## src/asram_defines.svh

```systemverilog
// asram_defines.svh: timing counts and widths for the async sram host
// assumes a 100 MHz system clock (10 ns period)
`ifndef ASRAM_DEFINES_SVH
`define ASRAM_DEFINES_SVH
`define ASRAM_CLK_NS 10
`define ASRAM_ADDR_W 17
`define ASRAM_DATA_W 8
// fast grade times in ns
`define ASRAM_READ_CYCLE_NS 55
`define ASRAM_ADDR_ACCESS_NS 55
`define ASRAM_GATE_FLOAT_NS 20
`define ASRAM_WRITE_CYCLE_NS 55
`define ASRAM_SEL_WRITE_END_NS 45
`define ASRAM_STROBE_NS 40
`define ASRAM_DATA_SETUP_NS 25
// least times round up to whole cycles
`define ASRAM_CYC_UP(ns) (((ns) + `ASRAM_CLK_NS - 1) / `ASRAM_CLK_NS)
`endif

```

## src/asram_pkg.sv

```systemverilog
// asram_pkg.sv: types shared by the async sram host files
// assumes asram_defines.svh is reachable by include
`include "asram_defines.svh"
package asram_pkg;
  typedef logic [`ASRAM_ADDR_W-1:0] asram_addr_t;
  typedef logic [`ASRAM_DATA_W-1:0] asram_data_t;
  typedef enum logic [2:0] {
    ASRAM_IDLE = 3'b000,
    ASRAM_READ = 3'b001,
    ASRAM_WRITE = 3'b010,
    ASRAM_REC = 3'b011,
    ASRAM_FLOAT = 3'b100
  } asram_state_e;
endpackage

```

## src/asram_cnt_if.sv

```systemverilog
// asram_cnt_if.sv: load/expire handshake between fsm and its timer
// assumes one clock domain
`timescale 1ns/1ps
interface asram_cnt_if;
  logic load; // start a new count
  logic [7:0] value; // cycles to count
  logic done; // count reached zero
  modport fsm (output load, output value, input done);
  modport tmr (input load, input value, output done);
endinterface

```

## src/asram_host.sv

```systemverilog
// asram_host.sv: host controller for a 128k x 8 asynchronous sram
// assumes the sram pins are wired straight out; data input is a pin
`timescale 1ns/1ps
`include "asram_defines.svh"
module asram_host #(
  parameter int ADDR_W = `ASRAM_ADDR_W,
  parameter int DATA_W = `ASRAM_DATA_W
) (
  // clock and reset
  input wire logic clk_sys,
  input wire logic arst_n,
  // user request
  input wire logic req_valid,
  input wire logic req_write,
  input wire asram_pkg::asram_addr_t req_addr,
  input wire asram_pkg::asram_data_t req_wdata,
  output logic req_ready,
  // user answer
  output logic rsp_valid,
  output asram_pkg::asram_data_t rsp_rdata,
  // retention control
  input wire logic retain_req,
  output logic retain_ok,
  // memory pins
  output asram_pkg::asram_addr_t word_address_lines,
  output logic select_primary_n,
  output logic select_secondary,
  output logic write_strobe_n,
  output logic output_gate_n,
  input wire asram_pkg::asram_data_t data_lines_in,
  output asram_pkg::asram_data_t data_lines_out,
  output logic data_lines_oe
);
  import asram_pkg::*;
  // ---------------------------------------------------------------
  // timing counts
  // ---------------------------------------------------------------
  // read: address and gate to data valid, then sampled via 2 flops
  localparam int RD_CYC = `ASRAM_CYC_UP(`ASRAM_READ_CYCLE_NS);
  localparam int AA_CYC = `ASRAM_CYC_UP(`ASRAM_ADDR_ACCESS_NS);
  localparam int SAMP_CYC = (AA_CYC > RD_CYC ? AA_CYC : RD_CYC) + 2;
  localparam int FLT_CYC = `ASRAM_CYC_UP(`ASRAM_GATE_FLOAT_NS);
  localparam int WP_CYC = `ASRAM_CYC_UP(`ASRAM_STROBE_NS);
  localparam int CW_CYC = `ASRAM_CYC_UP(`ASRAM_SEL_WRITE_END_NS);
  localparam int DW_CYC = `ASRAM_CYC_UP(`ASRAM_DATA_SETUP_NS);
  localparam int WC_CYC = `ASRAM_CYC_UP(`ASRAM_WRITE_CYCLE_NS);
  // strobe low length covers pulse, select overlap and data setup
  localparam int WL0 = WP_CYC > CW_CYC ? WP_CYC : CW_CYC;
  localparam int WL_CYC = WL0 > DW_CYC ? WL0 : DW_CYC;
  // write phase plus the cycle in which the timer reads zero must reach the cycle time
  localparam int WR_LEN = (WL_CYC + 1) > WC_CYC ? WL_CYC : WC_CYC - 1;
  // refuse widths and counts that the logic cannot serve
  if (ADDR_W != `ASRAM_ADDR_W || DATA_W != `ASRAM_DATA_W) begin : g_bad_w
    $error("asram_host: widths must match the memory");
  end
  if (SAMP_CYC > 255 || WR_LEN > 255) begin : g_bad_cnt
    $error("asram_host: timer too narrow");
  end
  // ---------------------------------------------------------------
  // pin input synchroniser
  // ---------------------------------------------------------------
  asram_data_t dq_meta; // first flop, read only by dq_sync
  asram_data_t dq_sync;
  always_ff @(posedge clk_sys or negedge arst_n) begin
    if (!arst_n) begin
      dq_meta <= 8'h00;
      dq_sync <= 8'h00;
    end else begin
      dq_meta <= data_lines_in;
      dq_sync <= dq_meta;
    end
  end
  // ---------------------------------------------------------------
  // timer
  // ---------------------------------------------------------------
  asram_cnt_if cnt ();
  asram_timer u_timer (
    .clk_sys(clk_sys),
    .arst_n(arst_n),
    .cnt(cnt)
  );
  // ---------------------------------------------------------------
  // access state machine
  // ---------------------------------------------------------------
  asram_state_e state, next_state;
  logic sel, next_sel; // both selects active
  logic we, next_we; // strobe active
  logic oe, next_oe; // gate active
  logic sel_n, next_sel_n; // primary select pin copy, active low
  logic we_n, next_we_n; // strobe pin copy, active low
  logic oe_n, next_oe_n; // gate pin copy, active low
  logic drv, next_drv; // host drives data lines
  logic rdy, next_rdy;
  logic rv, next_rv;
  logic ret, next_ret;
  asram_addr_t addr, next_addr;
  asram_data_t wd, next_wd;
  asram_data_t rd, next_rd;
  always_comb begin
    next_state = state;
    next_sel = sel;
    next_we = we;
    next_oe = oe;
    next_drv = drv;
    next_rdy = 1'b0;
    next_rv = 1'b0;
    next_ret = ret;
    next_addr = addr;
    next_wd = wd;
    next_rd = rd;
    cnt.load = 1'b0;
    cnt.value = 8'h00;
    unique case (state)
      ASRAM_IDLE: begin
        next_sel = 1'b0;
        next_ret = retain_req;
        if (ret && !retain_req) begin
          // supply back: wait one read cycle first, still deselected
          next_ret = 1'b1;
          cnt.load = 1'b1;
          cnt.value = RD_CYC[7:0];
          next_state = ASRAM_REC;
        end else if (!retain_req && !ret && req_valid && rdy) begin
          next_addr = req_addr;
          next_sel = 1'b1;
          next_rdy = 1'b0;
          cnt.load = 1'b1;
          if (req_write) begin
            next_wd = req_wdata;
            next_drv = 1'b1;
            next_we = 1'b1;
            cnt.value = WR_LEN[7:0];
            next_state = ASRAM_WRITE;
          end else begin
            next_oe = 1'b1;
            cnt.value = SAMP_CYC[7:0];
            next_state = ASRAM_READ;
          end
        end else begin
          next_rdy = !retain_req && !ret;
        end
      end
      ASRAM_READ: begin
        if (cnt.done) begin
          next_rd = dq_sync;
          next_rv = 1'b1;
          next_oe = 1'b0;
          next_sel = 1'b0;
          cnt.load = 1'b1;
          cnt.value = FLT_CYC[7:0];
          next_state = ASRAM_FLOAT;
        end
      end
      ASRAM_WRITE: begin
        if (cnt.done) begin
          // strobe and primary select rise as secondary select falls; data held two more cycles
          next_we = 1'b0;
          next_sel = 1'b0;
          cnt.load = 1'b1;
          cnt.value = 8'h01;
          next_state = ASRAM_FLOAT;
        end
      end
      ASRAM_FLOAT: begin
        if (cnt.done) begin
          next_drv = 1'b0;
          next_state = ASRAM_IDLE;
        end
      end
      ASRAM_REC: begin
        if (cnt.done) begin
          next_ret = 1'b0;
          next_state = ASRAM_IDLE;
        end
      end
      default: next_state = ASRAM_IDLE;
    endcase
    // active-low pin copies, so each pin leaves a flop directly
    next_sel_n = !next_sel;
    next_we_n = !next_we;
    next_oe_n = !next_oe;
  end
  always_ff @(posedge clk_sys or negedge arst_n) begin
    if (!arst_n) begin
      state <= ASRAM_IDLE;
      sel <= 1'b0;
      we <= 1'b0;
      oe <= 1'b0;
      sel_n <= 1'b1;
      we_n <= 1'b1;
      oe_n <= 1'b1;
      drv <= 1'b0;
      rdy <= 1'b0;
      rv <= 1'b0;
      ret <= 1'b0;
      addr <= 17'h00000;
      wd <= 8'h00;
      rd <= 8'h00;
    end else begin
      state <= next_state;
      sel <= next_sel;
      we <= next_we;
      oe <= next_oe;
      sel_n <= next_sel_n;
      we_n <= next_we_n;
      oe_n <= next_oe_n;
      drv <= next_drv;
      rdy <= next_rdy;
      rv <= next_rv;
      ret <= next_ret;
      addr <= next_addr;
      wd <= next_wd;
      rd <= next_rd;
    end
  end
  // ---------------------------------------------------------------
  // outputs, all from flops
  // ---------------------------------------------------------------
  assign word_address_lines = addr;
  assign select_primary_n = sel_n;
  assign select_secondary = sel;
  assign write_strobe_n = we_n;
  assign output_gate_n = oe_n;
  assign data_lines_out = wd;
  assign data_lines_oe = drv;
  assign req_ready = rdy;
  assign rsp_valid = rv;
  assign rsp_rdata = rd;
  assign retain_ok = ret;
  // ---------------------------------------------------------------
  // checks
  // ---------------------------------------------------------------
  a_write_needs_sel: assert property (@(posedge clk_sys) disable iff (!arst_n)
    we |-> sel) else $error("strobe low without selects");
  a_no_fight: assert property (@(posedge clk_sys) disable iff (!arst_n)
    !(drv && oe)) else $error("host drives while gate low");
  a_strobe_width: assert property (@(posedge clk_sys) disable iff (!arst_n)
    $rose(we) |-> we [*4]) else $error("strobe too short");
  a_data_hold: assert property (@(posedge clk_sys) disable iff (!arst_n)
    $fell(we) |-> drv && $stable(wd)) else $error("data lost at end");
  a_retain_desel: assert property (@(posedge clk_sys) disable iff (!arst_n)
    ret |-> !sel) else $error("selected in retention");
  a_read_len: assert property (@(posedge clk_sys) disable iff (!arst_n)
    $rose(oe) |-> oe [*6]) else $error("read cycle too short");
  a_read_done: assert property (@(posedge clk_sys) disable iff (!arst_n)
    $rose(oe) |-> ##[6:12] rv) else $error("no read answer");
  a_addr_stable: assert property (@(posedge clk_sys) disable iff (!arst_n)
    sel && $past(sel) |-> $stable(addr)) else $error("addr moved");
endmodule // asram_host

```

## src/asram_timer.sv

```systemverilog
// asram_timer.sv: cycle down counter for phase lengths
// assumes loads come from the same clock domain
`timescale 1ns/1ps
module asram_timer (
  // clock and reset
  input wire logic clk_sys,
  input wire logic arst_n,
  // control
  asram_cnt_if.tmr cnt
);
  logic [7:0] count; // remaining cycles
  logic [7:0] next_count;
  // ---------------------------------------------------------------
  // next count
  // ---------------------------------------------------------------
  always_comb begin
    next_count = count;
    if (cnt.load) begin
      next_count = cnt.value;
    end else if (count != 8'h00) begin
      next_count = count - 8'h01;
    end
  end
  always_ff @(posedge clk_sys or negedge arst_n) begin
    if (!arst_n) begin
      count <= 8'h00;
    end else begin
      count <= next_count;
    end
  end
  // done depends on the count alone: a term on load would close a loop
  // through the state machine, which loads in the cycle it sees done
  assign cnt.done = (count == 8'h00);
endmodule // asram_timer

```

## config.mk

```make
export PLATFORM = sky130hd
export DESIGN_NAME = asram_host
export DESIGN_NICKNAME = d
export VERILOG_FILES = /design/src/asram_pkg.sv /design/src/asram_cnt_if.sv /design/src/asram_host.sv /design/src/asram_timer.sv
export VERILOG_INCLUDE_DIRS = /design/src
export SDC_FILE = /design/constraint.sdc
export NUM_CORES = 1
export LEC_CHECK = 0
export ABC_AREA = 1
export BUFFER_PORTS_ARGS = -buffer_cell sky130_fd_sc_hd__buf_2
export CORE_ASPECT_RATIO = 1.1
export CORE_MARGIN = 2
export CORE_UTILIZATION = 55
export CTS_CLUSTER_SIZE = 8
export DETAILED_ROUTE_END_ITERATION = 8
export PLACE_DENSITY = 0.92
export SLEW_MARGIN = 40
export SYNTH_ARGS = -nofsm -noshare
export SYNTH_HDL_FRONTEND = slang
export SYNTH_HIERARCHICAL = 1
export SYNTH_SLANG_ARGS = --single-unit
```

## constraint.sdc

```tcl
create_clock -name clk_sys -period 5.39 [get_ports clk_sys]
set_clock_uncertainty 0.1 [all_clocks]
set_input_delay 1.078 -clock clk_sys [delete_from_list [all_inputs] [get_ports clk_sys]]
set_output_delay 1.078 -clock clk_sys [all_outputs]
set_load 0.02 [all_outputs]
```

==> run_results.csv, run 1 <==
group,metric,value,unit
timing,min_period,2.73,ns
cells_and_area,nets,437,
synth,netlist_instances,310,
cells_and_area,layout-drive-gt1-share,0.295,
synth,syn_area,0.00283,mm2
worst_setup_path,crit_arrival,2.91,ns
die,core,0.00500,mm2
timing,fmax,0.366,GHz
cells_and_area,seq_area,0.00176,mm2
pwr,leakagePower,2.06,nW
cts,clkTransAtPathRegs,0.07,ns
timing,holdWs,0.251,ns
die,die_y,79.3,um
global_routing,grt_pass1_wl,9850,um
place,dpl_cell_area,0.00328,mm2
drt,wl_per_cell,13.1,um
timing,rsz0062_at_grt,"no",
worst_setup_path,path_max_fanout,28,
cts,cts.sinks,70,
cts,hold_buffers,0,
cts,clockBufferDepth,2,
die,ios,79,
drt,vias,2343,
cells_and_area,multi_input_area,952,um2
drt,drt_wl_total,6060,um
die,dieWidth,72.4,um
cts,postCtsSetupRepairBufs,0,
synth,synth_cell_types,27,
cts,cts_tree,"yes",
global_routing,gr-total-overflow,0,
worst_setup_path,cp.required,5.57,ns
drt,drt_pass1_iterations,4,
worst_setup_path,reg2reg_setup_slack,2.91,ns
timing,setup_tns,0,ns
cts,cts_resized,0,
cts,clkLatencyLatePin,0.34,ns
die,rows,27,
synth,yosys.area.top_type_share,0.592,
timing,hold_violations,0,
global_routing,grt_pass1_vias,2104,
global_routing,grt_usage,0.223,
timing,worst_pin_slew,0.565,ns
synth,synth_seq_cells,70,
timing,finalSetupViolCount,0,
cells_and_area,fillCellCount,356,
timing,max_slew_margin,0.624,
run,maxCapViolCount,0,
worst_hold_path,hp-class,"register to register",
cts,h-tree-depth,3,
global_routing,antenna_found_initial,0,
synth,synth_top_area_cell,"dfrtp_1",
pwr,powerDensity,435,mW/mm2
pwr,ir_worst_vdd,266,uV
drt,drc,0,
synth,synth-main-ff-cell,"dfrtp_1",
synth,syn_avg_cell_area,9.14,um2
synth,yosysWarnings,6,
drt,drtAntennaViolNets,0,
worst_setup_path,start_kind,"input pin",
cells_and_area,utilization,0.702,
global_routing,grt_start_max_net_pins,49,
cells_and_area,most-common-layout-cells,"nand2_1 (138), buf_2 (78), dfrtp_1 (67)",
synth,synth-async-reset-ratio,1.00,
place,dp_hpwl,4120,um
synth,synth_edf_count,0,
run_status,status,"completed",
place,gp_congestion,0.892,
die,start_util,0.567,
pwr,power,0.00153,W
drt,viasPerCell,5.08,
place,io_buffers,78,
synth,synth-seq-area-share,0.619,
worst_setup_path,criticalPathCategory,"input pin to register",
cts,root_buffer,"clkbuf_8",
timing,final.period_utilization,0.507,
drt,drt_iter0_drc,115,
cells_and_area,design_area,0.00351,mm2
cts,cts_inserted_buffers,9,
cells_and_area,area_growth,23.8,%
worst_setup_path,end_kind,"register",
die,die-area,0.00574,mm2
cells_and_area,layout_commonest_cell,"nand2_1",
cells_and_area,n_antenna_cell,0,
timing,slew_viol_final,0,
synth,synthTopCellsByArea,"dfrtp_1 (59%), nand2_1 (18%), nand3_1 (3.4%), dfstp_2 (2.8%), inv_1 (2.6%)",
## kinds of logic (layout without fill, tap and decap cells)
logic type,Yosys count,count (layout),synth area share
fa+ha+maj,1,1,0.00441
buf+inv,31,121,0.0486
simple gates,187,187,0.283
compound gates,19,19,0.0406
other cells,1,4,0.00132
xor+xnor,1,1,0.00309
flops,70,70,0.619
## registers in the layout, indices dropped and copies added, names as in the netlist, 3 cells and up, named ones only
register	count
state	3
dq_sync	8
rsp_rdata	8
data_lines_out	8
dq_meta	8
u_timer/count	8
word_address_lines	17
## path summary, 6_finish.rpt
check,startpoint,end,cells after the start
max in group asynchronous,arst_n,dq_sync[1],2
min reg2reg,dq_meta[6],dq_sync[6],0
min,dq_meta[6],dq_sync[6],0
min in group asynchronous,arst_n,data_lines_out[5],1
max,retain_req,u_timer/count[0],10
max reg2reg,u_timer/count[0],u_timer/count[1],12
## Yosys cell counts, types with 3 or more instances
| master | count |
|---|---|
| o21ai_0 | 11 |
| nand2_1 | 138 |
| nand3_1 | 19 |
| dfrtp_1 | 67 |
| nor2_4 | 3 |
| dfstp_2 | 3 |
| inv_2 | 5 |
| nor2_1 | 16 |
| inv_1 | 20 |
| o21ai_2 | 3 |
## layer usage
layer / GRT usage / vias up / routed length, um
li1: - / 1127 / -
met1: 0.297 / 1108 / 2530
met2: 0.358 / 92 / 3100
met3: 0.0470 / 16 / 319
met4: 0.0870 / 0 / 113
met5: 0 / - / 0
## through the flow
step                      std cells  setup WS, ns
final                           461          2.66
after global routing            461          2.50
after CTS                       461          2.70
after detailed placement        445          2.38
after global placement          445          2.49
after floorplan                 313          2.97
## power breakdown
group,switching (W),internal (W),total [W]
Clock,0.000194,0.000286,0.000480
Sequential,0.0000513,0.000597,0.000648
Combinational,0.000267,0.000130,0.000398
## cell type report
type | count | area share
clock inverters | 5 | 0.0232
multi-input cells | 212 | 0.271
inverters | 26 | 0.0278
well taps | 58 | 0.0207
repair buffers | 79 | 0.113
clock buffers | 11 | 0.0432
flip-flops and latches | 70 | 0.500
## critical path, stage by stage
cell	delay [ns]
buf_2	0.12
nor2_2	0.11
nand2_2	0.12
nor2_8	0.32
inv_2	0.24
nand3_1	0.40
inv_1	0.20
nand2_4	0.16
nand2_1	0.09
o21ai_2	0.06
(Power assumes the default switching activity.)
==> inputs of run 2 (changes only) <==
--- a/config.mk
+++ b/config.mk
@@ -10,10 +10,10 @@
 export BUFFER_PORTS_ARGS = -buffer_cell sky130_fd_sc_hd__buf_2
 export CORE_ASPECT_RATIO = 1.1
 export CORE_MARGIN = 2
-export CORE_UTILIZATION = 55
+export CORE_UTILIZATION = 46
 export CTS_CLUSTER_SIZE = 8
 export DETAILED_ROUTE_END_ITERATION = 8
-export PLACE_DENSITY = 0.92
+export PLACE_DENSITY = 0.84
 export SLEW_MARGIN = 40
 export SYNTH_ARGS = -nofsm -noshare
 export SYNTH_HDL_FRONTEND = slang
==> constraint.sdc (replaced) <==
create_clock -name clk_sys -period 2.4 [get_ports clk_sys]
set_clock_uncertainty 0.1 [all_clocks]
set_input_delay 0.48 -clock clk_sys [delete_from_list [all_inputs] [get_ports clk_sys]]
set_output_delay 0.48 -clock clk_sys [all_outputs]
set_load 0.02 [all_outputs]
==> run_results.csv, run 2 (same netlist as run 1, synthesis figures left out) <==
group,metric,value,unit
run_status,status,"finished with violations",
run_status,violations,"hold timing",
timing,setup_tns,0,ns
timing,layout_setup_ws,0.199,ns
worst_setup_path,end_kind,"register",
pwr,leakagePower,2.10,nW
worst_setup_path,crit_path_frequent_cell,"nand2_1",
die,die-area,0.00681,mm2
worst_setup_path,criticalPathCategory,"register to register",
timing,rsz0062_at_grt,"no",
timing,slew_viol_final,0,
cells_and_area,largest_reg_flops,17,
timing,final.period_utilization,0.917,
worst_setup_path,critPathSlowestCell,"dfrtp_1",
drt,wl_met1,2360,um
pwr,p_comb_frac,0.242,
global_routing,antenna_found_initial,0,
timing,hold_violations,14,
worst_setup_path,reg2reg_setup_slack,0.20,ns
pwr,intPower,0.00249,W
drt,drtAntennaViolNets,0,
worst_setup_path,cp.depth,12,
worst_setup_path,worst-path-buf-inv,3,
cts,clkTransAtPathRegs,0.08,ns
timing,finalSetupViolCount,0,
cts,postCtsSetupRepairBufs,0,
worst_setup_path,start_kind,"register",
pwr,p_seq_frac,0.401,
drt,vias,2289,
pwr,power_frac_clock,0.356,
die,die_y,86.3,um
drt,met2_length,3060,um
timing,holdWs,-0.00706,ns
pwr,switching_share,0.311,
cts,hold_buffers,0,
global_routing,grt_pass1_vias,2255,
drt,drt_wl_total,5810,um
drt,viasPerCell,4.70,
timing,fmax,0.454,GHz
drt,drt_pass1_iterations,5,
cells_and_area,design_area,0.00363,mm2
worst_setup_path,crit_family,"simple AND/OR/NAND/NOR gates",
die,rows,30,
cts,cts.sinks,70,
worst_setup_path,crit_chain,"inv_1 > ha_1 > nand3_2 > nor2_4 > clkinv_1 > nor2_4 > inv_2 > nand2_1 > nand2_1 > o21ai_0 > nand2_1 > o21ai_2",
cts,clkLatencyLatePin,0.34,ns
place,dpl_cell_area,0.00335,mm2
die,ios,79,
cells_and_area,layout-drive-gt1-share,0.302,
die,dieWidth,78.8,um
cts,cts_inserted_buffers,9,
worst_setup_path,crit_path_max_incr_delay,0.38,ns
global_routing,grt_pass1_wl,9710,um
cells_and_area,area_growth,27.9,%
global_routing,gr-total-overflow,0,
cts,clockBufferDepth,2,
global_routing,grt_start_max_net_pins,51,
run,maxCapViolCount,0,
worst_setup_path,cp.required,2.57,ns
die,core,0.00608,mm2
worst_setup_path,rr_worst_depth,12,
worst_hold_path,hp-class,"input pin to asynchronous set/reset pin",
cts,h-tree-depth,3,
place,io_buffers,78,
die,start_util,0.466,
pwr,powerDensity,998,mW/mm2
pwr,ir_worst_vdd,739,uV
drt,wl_per_cell,11.9,um
cells_and_area,n_antenna_cell,0,
cts,cts_tree,"yes",
drt,wl_met3,310,um
drt,drc,0,
global_routing,grt_usage,0.185,
cells_and_area,most-common-layout-cells,"nand2_1 (138), buf_2 (78), dfrtp_1 (67)",
place,place_ws,0.291,ns
cts,cts_resized,0,
drt,drt_iter0_drc,149,
cells_and_area,nets,441,
cts,root_buffer,"clkbuf_8",
worst_setup_path,path_max_fanout,10,
place,dp_hpwl,4100,um
cells_and_area,layout_commonest_cell,"nand2_1",
timing,min_period,2.20,ns
pwr,p_sw,0.00112,W
drt,routed.top_layer,"met4",
place,gp_congestion,0.851,
cells_and_area,fillCellCount,523,
worst_setup_path,crit_arrival,2.37,ns
## run 2: changes by cell type in the layout (fill, tap and decap cells not counted), sizes merged
cell | previous run | this run
clkinvlp | 1 | 0
bufinv | 2 | 4
clkinv | 3 | 2
buf | 79 | 83
## run 2: path summary, 6_finish.rpt
kind	startpoint	endpoint
max	u_timer/count[0]	u_timer/count[1]
min	arst_n	data_lines_out[4]
max reg2reg	u_timer/count[0]	u_timer/count[1]
min reg2reg	dq_meta[0]	dq_sync[0]
max in group asynchronous	arst_n	output_gate_n
min in group clk_sys	data_lines_in[3]	dq_meta[3]
## run 2: metal layers
metal / vias up / global-route usage
met5: - / 0
met4: 0 / 0.0768
met3: 12 / 0.0563
met2: 64 / 0.315
met1: 1077 / 0.219
li1: 1136 / -
## run 2: through the flow
stage | instances | power [W] | utilization
after detailed placement | 471 | 0.00234 | 0.550
after CTS | 487 | 0.00364 | 0.596
final | 487 | 0.00362 | 0.596
after global routing | 487 | 0.00383 | 0.596
after floorplan | 313 | 0.00210 | -
after global placement | 471 | 0.00230 | 0.550
## run 2: final cells by class
cell class	instances	area (um2)	share of cell area
clock buffer	11	151	0.0418
clock inverter	5	129	0.0355
inverter	26	97.6	0.0269
multi-input combinational	212	952	0.263
sequential	70	1760	0.484
tap	80	100	0.0276
timing repair buffer	83	440	0.121
## run 2: power groups by stage
stage / registers, W / logic (W) / clock network, W
after detailed placement: 0.00147 / 0.000867 / 0
final: 0.00145 / 0.000877 / 0.00129
after CTS: 0.00145 / 0.000880 / 0.00131
after global placement: 0.00146 / 0.000840 / 0
after floorplan: 0.00151 / 0.000589 / 0
after global routing: 0.00148 / 0.000992 / 0.00136
==> inputs of run 3 (changes only) <==
--- a/config.mk
+++ b/config.mk
@@ -13,6 +13,7 @@
 export CORE_UTILIZATION = 46
 export CTS_CLUSTER_SIZE = 8
 export DETAILED_ROUTE_END_ITERATION = 8
+export HOLD_SLACK_MARGIN = 0.15
 export PLACE_DENSITY = 0.84
 export SLEW_MARGIN = 40
 export SYNTH_ARGS = -nofsm -noshare
==> run_results.csv, run 3 (same netlist as run 1, synthesis figures left out) <==
group,metric,value,unit
timing,rsz0062_at_grt,"no",
timing,min_period,2.18,ns
die,die-area,0.00681,mm2
die,start_util,0.466,
global_routing,grt_usage,0.190,
worst_setup_path,crit_start,"u_timer/count[0]",
worst_setup_path,timing.rr.start,"u_timer/count[0]",
worst_setup_path,cp-endpoint,"u_timer/count[1]",
worst_setup_path,crit_arrival,2.35,ns
drt,drt_iter0_drc,149,
cells_and_area,fillCellCount,510,
drt,drt_pass1_iterations,5,
drt,routed.top_layer,"met4",
pwr,power_frac_clock,0.354,
cts,cts_tree,"yes",
drt,wl_met3,296,um
drt,vias,2314,
cts,clkTransAtPathRegs,0.07,ns
pwr,p_seq_frac,0.401,
worst_setup_path,criticalPathCategory,"register to register",
worst_setup_path,rr_worst_depth,12,
pwr,ir_worst_vdd,743,uV
worst_setup_path,start_kind,"register",
die,core,0.00608,mm2
place,io_buffers,78,
worst_hold_path,hp-class,"input pin to register",
place,dp_hpwl,4100,um
cells_and_area,most-common-layout-cells,"nand2_1 (138), buf_2 (78), dfrtp_1 (67)",
drt,viasPerCell,4.67,
drt,met2_length,3200,um
pwr,intPower,0.00250,W
worst_setup_path,end_kind,"register",
place,gp_congestion,0.851,
die,ios,79,
run_status,status,"completed",
cells_and_area,area_growth,31.1,%
timing,setup_tns,0,ns
worst_setup_path,path_max_fanout,10,
pwr,powerDensity,975,mW/mm2
global_routing,grt_start_max_net_pins,51,
pwr,p_comb_frac,0.245,
cts,clockBufferDepth,2,
timing,fmax,0.458,GHz
cts,h-tree-depth,3,
place,place_ws,0.291,ns
drt,drtAntennaViolNets,0,
die,dieWidth,78.8,um
cts,clkLatencyLatePin,0.34,ns
timing,layout_setup_ws,0.218,ns
cells_and_area,layout-drive-gt1-share,0.296,
cts,cts_inserted_buffers,9,
drt,wl_met1,2360,um
drt,drt_wl_total,5950,um
cells_and_area,layout_commonest_cell,"nand2_1",
global_routing,grt_pass1_vias,2341,
cts,postCtsSetupRepairBufs,0,
global_routing,gr-total-overflow,0,
pwr,leakagePower,2.14,nW
die,rows,30,
cts,cts.sinks,70,
die,die_y,86.3,um
cells_and_area,n_antenna_cell,0,
timing,slew_viol_final,0,
global_routing,grt_pass1_wl,10000,um
timing,finalSetupViolCount,0,
worst_setup_path,r2r_end,"u_timer/count[1]",
cells_and_area,largest_reg_flops,17,
pwr,switching_share,0.309,
drt,drc,0,
worst_setup_path,cp.required,2.57,ns
drt,wl_per_cell,12.0,um
worst_setup_path,reg2reg_setup_slack,0.22,ns
timing,hold_violations,0,
run,maxCapViolCount,0,
timing,final.period_utilization,0.909,
global_routing,antenna_found_initial,0,
cts,root_buffer,"clkbuf_8",
pwr,p_sw,0.00112,W
cells_and_area,nets,450,
==> run 3: cell types whose count changed in the layout (fill, tap and decap cells not counted), sizes merged <==
cell / before / now
dlygate4sd3: 0 / 9
==> run 3: critical path, stage by stage, from the launching register on <==
cell and delay (ns):
dfrtp_1 0.38, inv_1 0.12, ha_1 0.25, nand3_2 0.13, nor2_4 0.19, clkinv_1 0.27
nor2_4 0.19, inv_2 0.10, nand2_1 0.08, nand2_1 0.05, o21ai_0 0.09, nand2_1 0.09
o21ai_2 0.06
==> run 3: routing by layer <==
layer  vias up  global-route usage
met2        55               0.333
met3        10              0.0563
li1       1152                   -
met1      1097               0.221
met5         -                   0
met4         0              0.0752
==> run 3: power by group through the flow <==
stage | sequential, W | clock (W) | combinational, W
floorplan | 0.00151 | 0 | 0.000589
detailed placement | 0.00147 | 0 | 0.000867
global placement | 0.00146 | 0 | 0.000840
global route | 0.00148 | 0.00136 | 0.00101
CTS | 0.00145 | 0.00131 | 0.000891
finish | 0.00145 | 0.00128 | 0.000887
==> run 3: worst min path at each step <==
stage                                      end  slack, ns    startpoint  cells past startpoint
floorplan           asynchronous set/reset pin       0.08        arst_n                      0
global placement                    dq_sync[2]       0.23    dq_meta[2]                      0
detailed placement                  dq_sync[5]       0.23    dq_meta[5]                      0
CTS                                  req_ready       0.22    retain_req                      2
global route            word_address_lines[12]       0.23  req_addr[12]                      3
finish                               req_ready       0.23    retain_req                      2
==> run 3: repair_timing <==
item | 4_1_cts | 5_1_grt
hold buffers | 9 | 0
resized for setup | 0 | 0
hold endpoints to repair | 27 | 0
setup endpoints to repair | 0 | 0
==> run 3: area by class of cell <==
cell class	instances	area (um2)	share of cell area
Clock buffer	11	151	0.0407
Clock inverter	5	129	0.0347
Inverter	26	97.6	0.0263
Multi-Input combinational cell	212	952	0.256
Sequential cell	70	1760	0.472
Tap cell	80	100	0.0269
Timing Repair Buffer	92	531	0.143
==> run 3: per-stage QoR <==
step,total power (W),area (um2),util,hold WS [ns],std cells
floorplan,0.00210,2850,-,0.0844,313
global placement,0.00230,3350,0.550,0.232,471
detailed placement,0.00234,3350,0.550,0.235,471
CTS,0.00365,3720,0.611,0.223,496
global route,0.00384,3720,0.611,0.229,496
finish,0.00362,3720,0.611,0.234,496
